===== src/logic/pmw_defs.vh =====
`ifndef PMW_DEFS_VH
`define PMW_DEFS_VH
// Register byte addresses on APB
`define PMW_ADDR_SYSCLK      12'h000
`define PMW_ADDR_HRC         12'h004
`define PMW_ADDR_HXTAL       12'h008
`define PMW_ADDR_LXTAL       12'h00c
`define PMW_ADDR_WDT         12'h010
`define PMW_ADDR_PAWAKE      12'h014
`define PMW_ADDR_STATUS      12'h018
`define PMW_ADDR_MODE        12'h01c
// System clock control fields
`define PMW_CKS_HI           7
`define PMW_CKS_LO           5
`define PMW_FHS_BIT          3
`define PMW_FSS_BIT          2
`define PMW_FAST_OSC_IDLE_ENABLE_BIT       1
`define PMW_SLOW_OSC_IDLE_ENABLE_BIT       0
`define PMW_CKS_SLOW         3'h7
// Oscillator control fields
`define PMW_EN_BIT           0
`define PMW_STABLE_BIT       1
// Reset values
`define PMW_SYSCLK_RST       8'h00
`define PMW_HRC_RST          8'h01
`define PMW_HXTAL_RST        8'h00
`define PMW_LXTAL_RST        8'h00
`define PMW_WDT_RST          8'h53
`define PMW_WDT_EN_HI        7
`define PMW_WDT_EN_LO        3
`define PMW_WDT_ENABLE       5'h0a
// Status fields
`define PMW_ST_PDF_BIT       0
`define PMW_ST_TO_BIT        1
// Mode codes
`define PMW_MODE_FAST        3'h0
`define PMW_MODE_SLOW        3'h1
`define PMW_MODE_SLEEP       3'h2
`define PMW_MODE_IDLE_SLOW_ONLY       3'h3
`define PMW_MODE_IDLE_BOTH_CLOCKS       3'h4
`define PMW_MODE_IDLE_FAST_ONLY       3'h5
`define PMW_MODE_WAKE        3'h6
`endif


===== src/logic/pmw_power_mode_wake_controller.v =====
// Function
// - Setting low crystal enable clears its stable flag, set again once stable.
// - Low crystal control bit0 is enable, bit1 read-only stable flag.
// - Low crystal control bits 7..2 read zero.
// - Clock select 111 moves system clock to slow clock.
// - Slow clock from crystal or RC by select; switch waits for stable.
// - Clock select 000..110 divides fast clock by 1..64.
// - Fast clock not used after slow mode until its oscillator is stable.
// - Halt with both idle enables 0 enters sleep; only watchdog runs.
// - Halt with fast 0, slow 1 enters slow-only idle.
// - Halt with both idle enables 1 enters both-clocks idle.
// - Halt with fast 1, slow 0 enters fast-only idle.
// - Sleep and idle keep memory, registers and ports unchanged.
// - Halt entry sets power-down flag and clears timeout flag.
// - Halt entry clears watchdog counter; it keeps counting if enabled.
// - Wake on port A edge, external reset, interrupt or watchdog overflow.
// - Power-down flag cleared only by power-up or clear-watchdog instruction.
// - Watchdog overflow while halted sets timeout, resets only PC and SP.
// - Each port A pin has a wake enable; falling edge resumes after halt.
// - Disabled or stack-full waking interrupt resumes after halt, serviced later.
// - Enabled interrupt with stack room gets normal response on wake.
// - Interrupt flagged before halt cannot wake the device.
// - Clock select sits in bits 7..5 of system clock control.
// - Slow source select 0 picks low RC, 1 picks low crystal.
// - Low RC runs whenever watchdog is enabled.
//
// The implementer's own choices: register access over APB and the placing of the registers.
`timescale 1ns/1ps
`default_nettype none
`include "pmw_defs.vh"
module pmw_power_mode_wake_controller #(
    parameter PORT_WIDTH = 8,
    parameter IRQ_WIDTH  = 8
) (
    input  wire                  clk,
    input  wire                  reset,
    input  wire                  psel,
    input  wire                  penable,
    input  wire                  pwrite,
    input  wire [11:0]           paddr,
    input  wire [31:0]           pwdata,
    output wire                  pready,
    output reg  [31:0]           prdata,
    output wire                  pslverr,
    input  wire                  haltExec,
    input  wire                  clearWdtExec,
    input  wire                  extResetReq,
    input  wire [IRQ_WIDTH-1:0]  irqFlag,
    input  wire [IRQ_WIDTH-1:0]  irqEnable,
    input  wire                  stackFull,
    input  wire [PORT_WIDTH-1:0] portAPins,
    input  wire                  highRcReady,
    input  wire                  highCrystalReady,
    input  wire                  lowCrystalReady,
    input  wire                  lowRcReady,
    input  wire                  wdtOverflow,
    output reg                   highRcOn,
    output reg                   highCrystalOn,
    output reg                   lowCrystalOn,
    output reg                   lowRcOn,
    output reg                   fastClockEnable,
    output reg                   slowClockEnable,
    output reg                   sysClockIsSlow,
    output reg  [2:0]            fastDivideSel,
    output reg                   slowFromCrystal,
    output reg                   cpuRun,
    output reg                   wdtClear,
    output reg                   wdtRun,
    output reg                   pcSpReset,
    output reg                   irqServiceNow,
    output reg  [2:0]            powerMode
);
    // Control registers
    reg  [7:0] system_clock_ctrl_reg;
    reg  [7:0] high_rc_ctrl_reg;
    reg  [7:0] high_crystal_ctrl_reg;
    reg  [7:0] low_crystal_ctrl_reg;
    reg  [7:0] wdt_ctrl_reg;
    reg  [PORT_WIDTH-1:0] porta_wake_enable;
    // Status and oscillator stable flags
    reg        power_down_flag;
    reg        wdt_timeout_flag;
    reg        high_rc_stable_flag;
    reg        high_crystal_stable_flag;
    reg        low_crystal_stable_flag;
    reg        slowActive;
    reg  [2:0] state;
    // Interrupt bits still allowed to wake; flags already set at halt are dropped
    reg  [IRQ_WIDTH-1:0] irqArmed;

    // Two-stage synchronisers for pins and oscillator readiness
    // A third port stage keeps the last synced level for falling-edge detection
    reg  [PORT_WIDTH-1:0] portMeta;
    reg  [PORT_WIDTH-1:0] portSync;
    reg  [PORT_WIDTH-1:0] portPrev;
    reg  [4:0] rdyMeta;
    reg  [4:0] rdySync;
    always @(posedge clk) begin
        portMeta <= portAPins;
        portSync <= portMeta;
        portPrev <= portSync;
        rdyMeta  <= {wdtOverflow, lowRcReady, lowCrystalReady, highCrystalReady, highRcReady};
        rdySync  <= rdyMeta;
    end

    // High RC and crystal readiness counts only while software has the oscillator enabled; low RC readiness is not gated
    wire hrcRdy  = rdySync[0] & high_rc_ctrl_reg[`PMW_EN_BIT];
    wire hxtRdy  = rdySync[1] & high_crystal_ctrl_reg[`PMW_EN_BIT];
    wire lxtRdy  = rdySync[2] & low_crystal_ctrl_reg[`PMW_EN_BIT];
    wire lircRdy = rdySync[3];
    wire wdtOvf  = rdySync[4];

    // Field decode of the watchdog and system clock control registers
    wire wdtEnabled = (wdt_ctrl_reg[`PMW_WDT_EN_HI:`PMW_WDT_EN_LO] == `PMW_WDT_ENABLE);
    wire [2:0] cks = system_clock_ctrl_reg[`PMW_CKS_HI:`PMW_CKS_LO];
    wire slow_source_select    = system_clock_ctrl_reg[`PMW_FSS_BIT];
    wire fast_source_select    = system_clock_ctrl_reg[`PMW_FHS_BIT];
    wire fhIdle = system_clock_ctrl_reg[`PMW_FAST_OSC_IDLE_ENABLE_BIT];
    wire fsIdle = system_clock_ctrl_reg[`PMW_SLOW_OSC_IDLE_ENABLE_BIT];

    // Run-mode decode, shared by the halt gate and the CPU enable
    function runMode;
        input [2:0] m;
        begin
            runMode = (m == `PMW_MODE_FAST) || (m == `PMW_MODE_SLOW);
        end
    endfunction

    // Stable flag of the chosen slow or fast source
    wire slowRdy = slow_source_select ? low_crystal_stable_flag : lircRdy;
    wire fastRdy = fast_source_select ? high_crystal_stable_flag : high_rc_stable_flag;
    // WAKE is neither halted nor running: registers may change, the CPU still waits
    wire halted  = !runMode(state) && (state != `PMW_MODE_WAKE);

    // Wake sources; only fresh interrupt requests count
    wire portWake = |(portPrev & ~portSync & porta_wake_enable);
    wire [IRQ_WIDTH-1:0] irqFresh = irqFlag & irqArmed;
    wire irqWake  = |irqFresh;
    wire anyWake  = portWake | irqWake | extResetReq | (wdtOvf & wdtRun);

    // APB: zero wait state, never errors
    // Every request is answered in its first access cycle
    wire apbWr = psel & penable & pwrite;
    assign pready  = 1'b1;
    assign pslverr = 1'b0;

    // Read mux
    function [7:0] readReg;
        input [11:0] a;
        begin
            // Unimplemented bits and unknown words read as zero
            case (a)
                `PMW_ADDR_SYSCLK: readReg = system_clock_ctrl_reg & 8'hef;
                `PMW_ADDR_HRC:    readReg = {4'h0, high_rc_ctrl_reg[3:2],
                                             high_rc_stable_flag, high_rc_ctrl_reg[0]};
                `PMW_ADDR_HXTAL:  readReg = {5'h00, high_crystal_ctrl_reg[2],
                                             high_crystal_stable_flag, high_crystal_ctrl_reg[0]};
                `PMW_ADDR_LXTAL:  readReg = {6'h00, low_crystal_stable_flag,
                                             low_crystal_ctrl_reg[0]};
                `PMW_ADDR_WDT:    readReg = wdt_ctrl_reg;
                `PMW_ADDR_PAWAKE: readReg = porta_wake_enable;
                `PMW_ADDR_STATUS: readReg = {6'h00, wdt_timeout_flag, power_down_flag};
                `PMW_ADDR_MODE:   readReg = {4'h0, slowActive, state};
                default:          readReg = 8'h00;
            endcase
        end
    endfunction

    // Read word loads each cycle from the setup address, so it stands in the access phase
    always @(posedge clk) begin
        if (reset) begin
            prdata <= 32'h00000000;
        end else begin
            prdata <= {24'h000000, readReg(paddr)};
        end
    end

    // Register writes; halted CPU cannot write, so state is kept
    // Missing bits are masked on write so every read of them returns zero
    always @(posedge clk) begin
        if (reset) begin
            system_clock_ctrl_reg <= `PMW_SYSCLK_RST;
            high_rc_ctrl_reg      <= `PMW_HRC_RST;
            high_crystal_ctrl_reg <= `PMW_HXTAL_RST;
            low_crystal_ctrl_reg  <= `PMW_LXTAL_RST;
            wdt_ctrl_reg          <= `PMW_WDT_RST;
            porta_wake_enable     <= {PORT_WIDTH{1'b0}};
        end else if (apbWr && !halted) begin
            case (paddr)
                `PMW_ADDR_SYSCLK: system_clock_ctrl_reg <= pwdata[7:0] & 8'hef;
                `PMW_ADDR_HRC:    high_rc_ctrl_reg      <= pwdata[7:0] & 8'h0d;
                `PMW_ADDR_HXTAL:  high_crystal_ctrl_reg <= pwdata[7:0] & 8'h05;
                `PMW_ADDR_LXTAL:  low_crystal_ctrl_reg  <= pwdata[7:0] & 8'h01;
                `PMW_ADDR_WDT:    wdt_ctrl_reg          <= pwdata[7:0];
                `PMW_ADDR_PAWAKE: porta_wake_enable     <= pwdata[PORT_WIDTH-1:0];
                default:          ;
            endcase
        end
    end

    // Stable flags: drop on enable or frequency change, rise on ready
    // The enabling write wins over ready in the same cycle, so the drop is always seen
    wire lxtWr = apbWr && !halted && (paddr == `PMW_ADDR_LXTAL);
    wire hrcWr = apbWr && !halted && (paddr == `PMW_ADDR_HRC);
    wire hxtWr = apbWr && !halted && (paddr == `PMW_ADDR_HXTAL);
    always @(posedge clk) begin
        if (reset) begin
            low_crystal_stable_flag  <= 1'b0;
            high_rc_stable_flag      <= 1'b0;
            high_crystal_stable_flag <= 1'b0;
        end else begin
            if (lxtWr && pwdata[`PMW_EN_BIT])
                low_crystal_stable_flag <= 1'b0;
            else
                low_crystal_stable_flag <= lxtRdy;
            if (hrcWr)
                high_rc_stable_flag <= 1'b0;
            else
                high_rc_stable_flag <= hrcRdy;
            if (hxtWr && pwdata[`PMW_EN_BIT])
                high_crystal_stable_flag <= 1'b0;
            else
                high_crystal_stable_flag <= hxtRdy;
        end
    end

    // Status flags; a halt in the same cycle as a clear keeps the flag set
    // Timeout is cleared only by halt entry and reset; an overflow sets it while wdtRun is high, except in a halt entry cycle
    always @(posedge clk) begin
        if (reset) begin
            power_down_flag  <= 1'b0;
            wdt_timeout_flag <= 1'b0;
        end else begin
            if (haltExec && !halted) begin
                power_down_flag  <= 1'b1;
                wdt_timeout_flag <= 1'b0;
            end else begin
                if (clearWdtExec)
                    power_down_flag <= 1'b0;
                if (wdtOvf && wdtRun)
                    wdt_timeout_flag <= 1'b1;
            end
        end
    end

    // Mode machine: halt, wake, and fast/slow switching
    // Codes FAST and SLOW run the CPU, SLEEP and the idle codes stop it,
    // and WAKE holds it until the running source is stable again
    always @(posedge clk) begin
        if (reset) begin
            state         <= `PMW_MODE_FAST;
            slowActive    <= 1'b0;
            irqArmed      <= {IRQ_WIDTH{1'b0}};
            pcSpReset     <= 1'b0;
            irqServiceNow <= 1'b0;
            wdtClear      <= 1'b0;
        end else begin
            pcSpReset     <= 1'b0;
            irqServiceNow <= 1'b0;
            wdtClear      <= clearWdtExec;
            case (state)
                `PMW_MODE_FAST, `PMW_MODE_SLOW: begin
                    // Switch only once the target source is stable
                    if (cks == `PMW_CKS_SLOW && slowRdy)
                        slowActive <= 1'b1;
                    else if (cks != `PMW_CKS_SLOW && fastRdy)
                        slowActive <= 1'b0;
                    if (haltExec) begin
                        // Requests already pending at halt may not wake the device
                        irqArmed <= ~irqFlag;
                        wdtClear <= 1'b1;
                        // Fast idle enable is the upper bit of the decode
                        case ({fhIdle, fsIdle})
                            2'b00:   state <= `PMW_MODE_SLEEP;
                            2'b01:   state <= `PMW_MODE_IDLE_SLOW_ONLY;
                            2'b11:   state <= `PMW_MODE_IDLE_BOTH_CLOCKS;
                            default: state <= `PMW_MODE_IDLE_FAST_ONLY;
                        endcase
                    end else begin
                        state <= slowActive ? `PMW_MODE_SLOW : `PMW_MODE_FAST;
                    end
                end
                `PMW_MODE_SLEEP, `PMW_MODE_IDLE_SLOW_ONLY, `PMW_MODE_IDLE_BOTH_CLOCKS, `PMW_MODE_IDLE_FAST_ONLY: begin
                    // A bit seen set while halted is disarmed, so it wakes only once
                    irqArmed <= irqArmed & ~irqFlag;
                    if (anyWake) begin
                        state     <= `PMW_MODE_WAKE;
                        pcSpReset <= wdtOvf & wdtRun & ~extResetReq;
                        irqServiceNow <= (|(irqFresh & irqEnable)) & ~stackFull;
                    end
                end
                `PMW_MODE_WAKE: begin
                    // Hold CPU until the running source reports stable
                    // No timeout here: a source that never settles keeps the CPU held
                    if (slowActive ? slowRdy : fastRdy)
                        state <= slowActive ? `PMW_MODE_SLOW : `PMW_MODE_FAST;
                end
                // Unused codes fall back to fast mode rather than lock the CPU
                default: state <= `PMW_MODE_FAST;
            endcase
        end
    end

    // Oscillator enables and clock gates per mode
    // Registered so gates change only on an edge; they lag the state by a cycle
    always @(posedge clk) begin
        if (reset) begin
            highRcOn        <= 1'b1;
            highCrystalOn   <= 1'b0;
            lowCrystalOn    <= 1'b0;
            lowRcOn         <= 1'b1;
            fastClockEnable <= 1'b1;
            slowClockEnable <= 1'b1;
            sysClockIsSlow  <= 1'b0;
            fastDivideSel   <= 3'h0;
            slowFromCrystal <= 1'b0;
            cpuRun          <= 1'b1;
            wdtRun          <= 1'b0;
            powerMode       <= `PMW_MODE_FAST;
        end else begin
            fastClockEnable <= !halted || fhIdle;
            slowClockEnable <= !halted || fsIdle;
            highRcOn      <= high_rc_ctrl_reg[`PMW_EN_BIT] && (!halted || fhIdle);
            highCrystalOn <= high_crystal_ctrl_reg[`PMW_EN_BIT] && (!halted || fhIdle);
            lowCrystalOn  <= low_crystal_ctrl_reg[`PMW_EN_BIT] && (!halted || fsIdle);
            lowRcOn       <= wdtEnabled || !halted || fsIdle;
            sysClockIsSlow  <= slowActive;
            // Keep the last divide while a slow switch waits, so 111 never reaches the divider
            if (!slowActive && cks != `PMW_CKS_SLOW)
                fastDivideSel <= cks;
            // While the system clock is slow, a new slow source takes over only once it is stable; in fast mode it takes over at once
            if (!slowActive || slowRdy)
                slowFromCrystal <= slow_source_select;
            // The CPU runs only in a run mode; WAKE still holds it
            cpuRun    <= runMode(state);
            wdtRun    <= wdtEnabled;
            powerMode <= state;
        end
    end

endmodule // pmw_power_mode_wake_controller
`default_nettype wire


===== config.mk =====
export PLATFORM = sky130hd
export DESIGN_NAME = pmw_power_mode_wake_controller
export DESIGN_NICKNAME = d
export VERILOG_FILES = /design/src/logic/pmw_power_mode_wake_controller.v
export VERILOG_INCLUDE_DIRS = /design/src /design/src/logic
export SDC_FILE = /design/constraint.sdc
export NUM_CORES = 1
export LEC_CHECK = 0
export CORE_MARGIN = 2
export CORE_UTILIZATION = 54
export DETAILED_ROUTE_END_ITERATION = 10
export DONT_BUFFER_PORTS = 1
export PLACE_DENSITY = 0.8
export SLEW_MARGIN = 10
export SYNTH_ARGS = -nofsm -noshare
export SYNTH_HDL_FRONTEND = slang
export SYNTH_SLANG_ARGS = --single-unit

===== constraint.sdc =====
create_clock -name clk -period 3.4 [get_ports clk]
set_input_delay 0 -clock clk [delete_from_list [all_inputs] [get_ports clk]]
set_output_delay 0 -clock clk [all_outputs]
set_load 0.01 [all_outputs]

# Word-level counts from Yosys, hierarchy flattened
# Index checks and enable logic that the tools add are counted.
# totals
word_cells,147
out_inout_bits,53
reg_bits,131
# op_classes
mux,18
n_eq_ne,22
n_bitwise,22
n_reduce_logical,49
# ops
operator,n
$pmux 8 s8,1
$eq 12x5->1 const B,4
$and 8x8->8,5
$eq 12x4->1 const B,2
$reduce_or 8->1,3
$pmux 3 s3,2
$reduce_and 2->1,9
$not 8->8,2
$pmux 8 s2,1
$logic_and 1x1->1,15
$eq 12x3->1 const B,1
$eq 3x3->1 const B,4
$logic_not 12->1,1
$mux 1,10
$reduce_or 2->1,5
$mux 3,3
$and 1x1->1,8
$mux 8,1
$eq 3x2->1 const B,2
$logic_or 1x1->1,6
$ne 2x2->1 const B,3
$ne 3x3->1 const B,2
$reduce_bool 2->1,3
$eq 5x4->1 const B,1
10 further kinds,17

# Logic depth before layout (Yosys ltp)
# depth
depth_word,9
mapped_depth,10

# Worst setup path after synthesis
# Ideal clock, no wire load.
# synth_timing
path_type,register -> register
start,register state[1]
end,register wdt_ctrl_reg[2]
period_less_slack_ps,2071
setup_ps,128
path_buffers,3
path_stages_with_launch,11
t_arrival_ps,1944
setup_slack_ps,1329
path_cell_list,dfxtp_1 inv_1 ha_1 clkbuf_1 inv_1 a2111oi_4 and3_1 buf_4 buf_6 mux2i_1 nor2_1
# synth_via
elab_chain_cells,7
# synth_lines
item,line,source
start: declaration,pmw_power_mode_wake_controller.v:87,reg [2:0] state;
start signal: assignment,pmw_power_mode_wake_controller.v:251,state <= `PMW_MODE_FAST;
start signal: assignment,pmw_power_mode_wake_controller.v:274,2'b00: state <= `PMW_MODE_SLEEP;
start signal: assignment,pmw_power_mode_wake_controller.v:275,2'b01: state <= `PMW_MODE_IDLE_SLOW_ONLY;
$eq 3x1->1 or $logic_not 3->1 (tied branches),-,
$logic_or 1x1->1,pmw_power_mode_wake_controller.v:125,runMode = (m == `PMW_MODE_FAST) || (m == `PMW_MODE_SLOW);
$logic_not 1->1,pmw_power_mode_wake_controller.v:133,wire halted = !runMode(state) && (state != `PMW_MODE_WAKE);
$logic_and 1x1->1 (*),pmw_power_mode_wake_controller.v:133,
$logic_not 1->1 (*),pmw_power_mode_wake_controller.v:188,end else if (apbWr && !halted) begin
$logic_and 1x1->1 (*),pmw_power_mode_wake_controller.v:188,
$reduce_and 2->1 (no source line) (*),-,
end signal: assignment,pmw_power_mode_wake_controller.v:186,wdt_ctrl_reg <= `PMW_WDT_RST;
end signal: assignment,pmw_power_mode_wake_controller.v:194,`PMW_ADDR_WDT: wdt_ctrl_reg <= pwdata[7:0];
end: declaration,pmw_power_mode_wake_controller.v:78,reg [7:0] wdt_ctrl_reg;
# Every way passes the cells marked *; elsewhere a longest branch is shown, timed or not.
# A chain may end at the register's enable or synchronous reset.

# Worst setup path in the final report
# layout_timing
start,register state[1]
end,register porta_wake_enable[4]
# layout_via
elab_chain_cells,7
# layout_lines
item,line,source
$eq 3x1->1 or $logic_not 3->1 (tied branches),-,
$logic_or 1x1->1,pmw_power_mode_wake_controller.v:125,
$logic_not 1->1,pmw_power_mode_wake_controller.v:133,
$logic_and 1x1->1 (*),pmw_power_mode_wake_controller.v:133,
$logic_not 1->1 (*),pmw_power_mode_wake_controller.v:188,
$logic_and 1x1->1 (*),pmw_power_mode_wake_controller.v:188,
$reduce_and 2->1 (no source line) (*),-,
end signal: assignment,pmw_power_mode_wake_controller.v:187,porta_wake_enable <= {PORT_WIDTH{1'b0}};
end signal: assignment,pmw_power_mode_wake_controller.v:195,`PMW_ADDR_PAWAKE: porta_wake_enable <= pwdata[PORT_WIDTH-1:0];
end: declaration,pmw_power_mode_wake_controller.v:79,reg [PORT_WIDTH-1:0] porta_wake_enable;
# Marked as above.

==> summary.md <==
| Metric | Value |
|---|---|
| Global route overflow | `0` |
| Largest net degree at the start of global routing | `55` |
| Post-synth top flop | `dfxtp_1` |
| Root Driver | `clkbuf_8` |
| Arr. time, crit path | `about 3.3 ns` |
| RSZ-0062 raised after global routing | `no` |
| Total wire length | `slightly below 10 mm` |
| Placer Congestion | `0.853` |
| Vias after detailed routing | `3,226` |
| Area fraction in compound gates after synthesis | `0.113` |
| Post-route ant nets | `0` |
| Post-synth ARST share | `0` |
| LEAKAGE | `1.99 nW` |
| Max Buffers Root-to-Sink | `2` |
| DP Area | `between 4000 and 5000 um2` |
| Critical-path top delay cell | `a2111oi_4` |
| Crit end category | `flop` |
| Total GRT Usage | `0.246` |
| Post-CTS setup repair buffer count | `0` |
| Actual slew at the worst max-slew pin | `roughly 0.54 ns` |
| Relative slew margins | `0.642` |
| Final instance area | `4800 um2` |
| Clk sink count | `between 100 and 150` |
| Port Buffers | `0` |
| Cell family with most CP delay | `buffers and inverters` |
| Max frequency | `about 330 MHz` |
| H-tree Lvls | `3` |
| Via density | `5.69` |
| Worst skew pair latency | `0.38 ns` |
| Synth-to-layout area growth | `17.6%` |
| Die area | `~8300 um2` |
| Synth top area share | `0.525` |
| EDFF count, synth | `0` |
| Width of the chip | `90.9 um` |
| Most common library cell in the layout ignoring fill and taps | `dfxtp_1` |
| Area leader, netlist | `dfxtp_1` |
| CTS Buf Count | `9` |
| Mapped cell area | `approximately 4100 um2` |
| Hold WC Path Type | `input port to flop` |
| Initial antenna violation count | `1` |
| CTS resizes | `0` |
| WP buf/inv | `3` |
| Synth warn | `0` |
| CTS tree | `built` |
| Syn Inst Count | `417` |
| Final Hold Viols | `0` |
| Hold_ws | `between 0.01 and 0.015 ns` |
| Post-Synth Simple-Gate Area | `0.178` |
| Final setup viols | `0` |
| Cell Chain, Critical Path | `inv_1 > ha_1 > inv_1 > a2111oi_4 > nand3_2 > mux2i_1 > nor2_1 > dlygate4sd3_1` |
| Drt drc | `0` |
| Nets@finish | `around 550` |
| Ports | `~140` |
| Setup CP Type | `flop to flop` |
| Post-synthesis mux area share | `0.101` |
| Status | `complete, no violations` |
| Fill count | `about 560` |
| Clock Pin Slew Worst Setup and Hold Paths | `0.10 ns` |
| Vias in the first global route | `approximately 3,200` |
| Max-cap violations | `0` |
| Fraction of layout cells with a size suffix above 1 | `0.0685` |
| Initial Util | `0.559` |
| Seq cells post-synth | `between 100 and 150` |
| CP max stage delay | `0.56 ns` |
| Largest family of logic cells by synthesized area | `simple AND/OR/NAND/NOR gates` |
| Most frequent cells in the layout | `107 x dfxtp_1, 67 x nor2_1, 52 x dlygate4sd3_1` |
| Xor and xnor area share after synthesis | `0.00215` |
| Worst Path Max Fanout | `11` |
| Crit start category | `flop` |
| Adder-Cell Fraction of Synth Area | `0.00307` |
| First-pass GRT wire length | `between 15 and 20 mm` |
| DRT Pass-1 Iters | `5` |
| Core area | `approximately 7300 um2` |
| Slew Limit Fails | `0` |
| Most used cell, CP | `inv_1` |
| Post-DP HPWL | `approximately 6.3 mm` |
| Register area share after synthesis | `0.525` |
| R2R setup slack | `roughly 0.37 ns` |
| Synth unique cells | `45` |
| Std cell rows | `31` |
| Setup tns final | `0 ns` |
| Die H | `90.9 um` |
| CP required | `~3.7 ns` |
| Top cells by area, synth | `dfxtp_1 53%, mux2i_1 7.6%, nor2_1 6.2%, buf_4 5.0%, a21oi_1 2.8%` |
| Final Skew | `0.0146 ns` |
| Syn Area/Cell | `9.78 um2` |
| VDD IR max | `0.000347 V` |
| Initial DRC Count | `slightly below 300` |
| Register area | `2140 um2` |
| Area of the multi-input gates | `between 1500 and 2000 um2` |
| Routed WL per cell | `17.3 um` |
| Final worst-path cycle share | `0.890` |
| Post-route minimum period | `3.03 ns` |
| Pwr Density | `roughly 580 nW/um2` |
power breakdown:
part           internal, W  switching, W  total, W
sequential         0.00135     0.0000733   0.00142
clock             0.000418      0.000435  0.000853
combinational     0.000211      0.000311  0.000522
total              0.00197      0.000819   0.00279
per-stage QoR:
stage | total power [W] | setup WS (ns) | util | instances
6_report | 0.00279 | 0.372 | 0.658 | 567
5_1_grt | 0.00293 | 0.207 | 0.658 | 567
4_1_cts | 0.00278 | 0.449 | 0.657 | 566
3_3_place_gp | 0.00185 | 0.880 | 0.553 | 497
3_5_place_dp | 0.00186 | 0.827 | 0.553 | 497
2_1_floorplan | 0.00180 | 1.33 | - | 441
synth_stat cells (all sizes together), types with 7 or more instances:
cell	count
nor3	10
inv	9
a2bb2oi	8
a22oi	8
a21oi	23
dfxtp	107
nand2	25
nor2	67
a31oi	7
clkbuf	17
mux2i	31
buf	28
nand3	15
routing by layer:
layer,global-route usage,part of all wire
met4,0.106,0.034
met3,0.0785,0.079
met5,0,0
met1,0.293,0.40
met2,0.410,0.49
area by class of cell:
class	instances	area share
tap	99	0.0258
inverter	9	0.00704
antenna	1	0.000522
sequential	107	0.447
clock inverter	7	0.0209
multi-input combinational	280	0.357
clock buffer	9	0.0258
timing repair buffer	55	0.116
cell families (layout without fill, tap and decap cells):
kind of cell | Yosys count | after routing
buffers and inverters | 54 | 80
and+or+nand+nor | 151 | 151
AOI/OAI and AO/OA | 65 | 65
DFF | 107 | 107
xor gates and xnor gates | 1 | 1
other | 2 | 27
adders and majority gates | 1 | 1
muxes | 36 | 36
worst paths after layout:
kind / start / to / cells after the start
setup / recovery: state[1] / porta_wake_enable[4] / 8
hold / removal: paddr[2] / high_crystal_stable_flag / 2
setup reg to reg: state[1] / porta_wake_enable[4] / 8
hold reg to reg: portMeta[4] / portSync[4] / 0
what timing repair did:
action                     4_1_cts  5_1_grt
hold buffers                    53        0
setup endpoints to repair        0        0
hold endpoints to repair        78        0
Note: power is estimated with default switching activity, not from simulation.
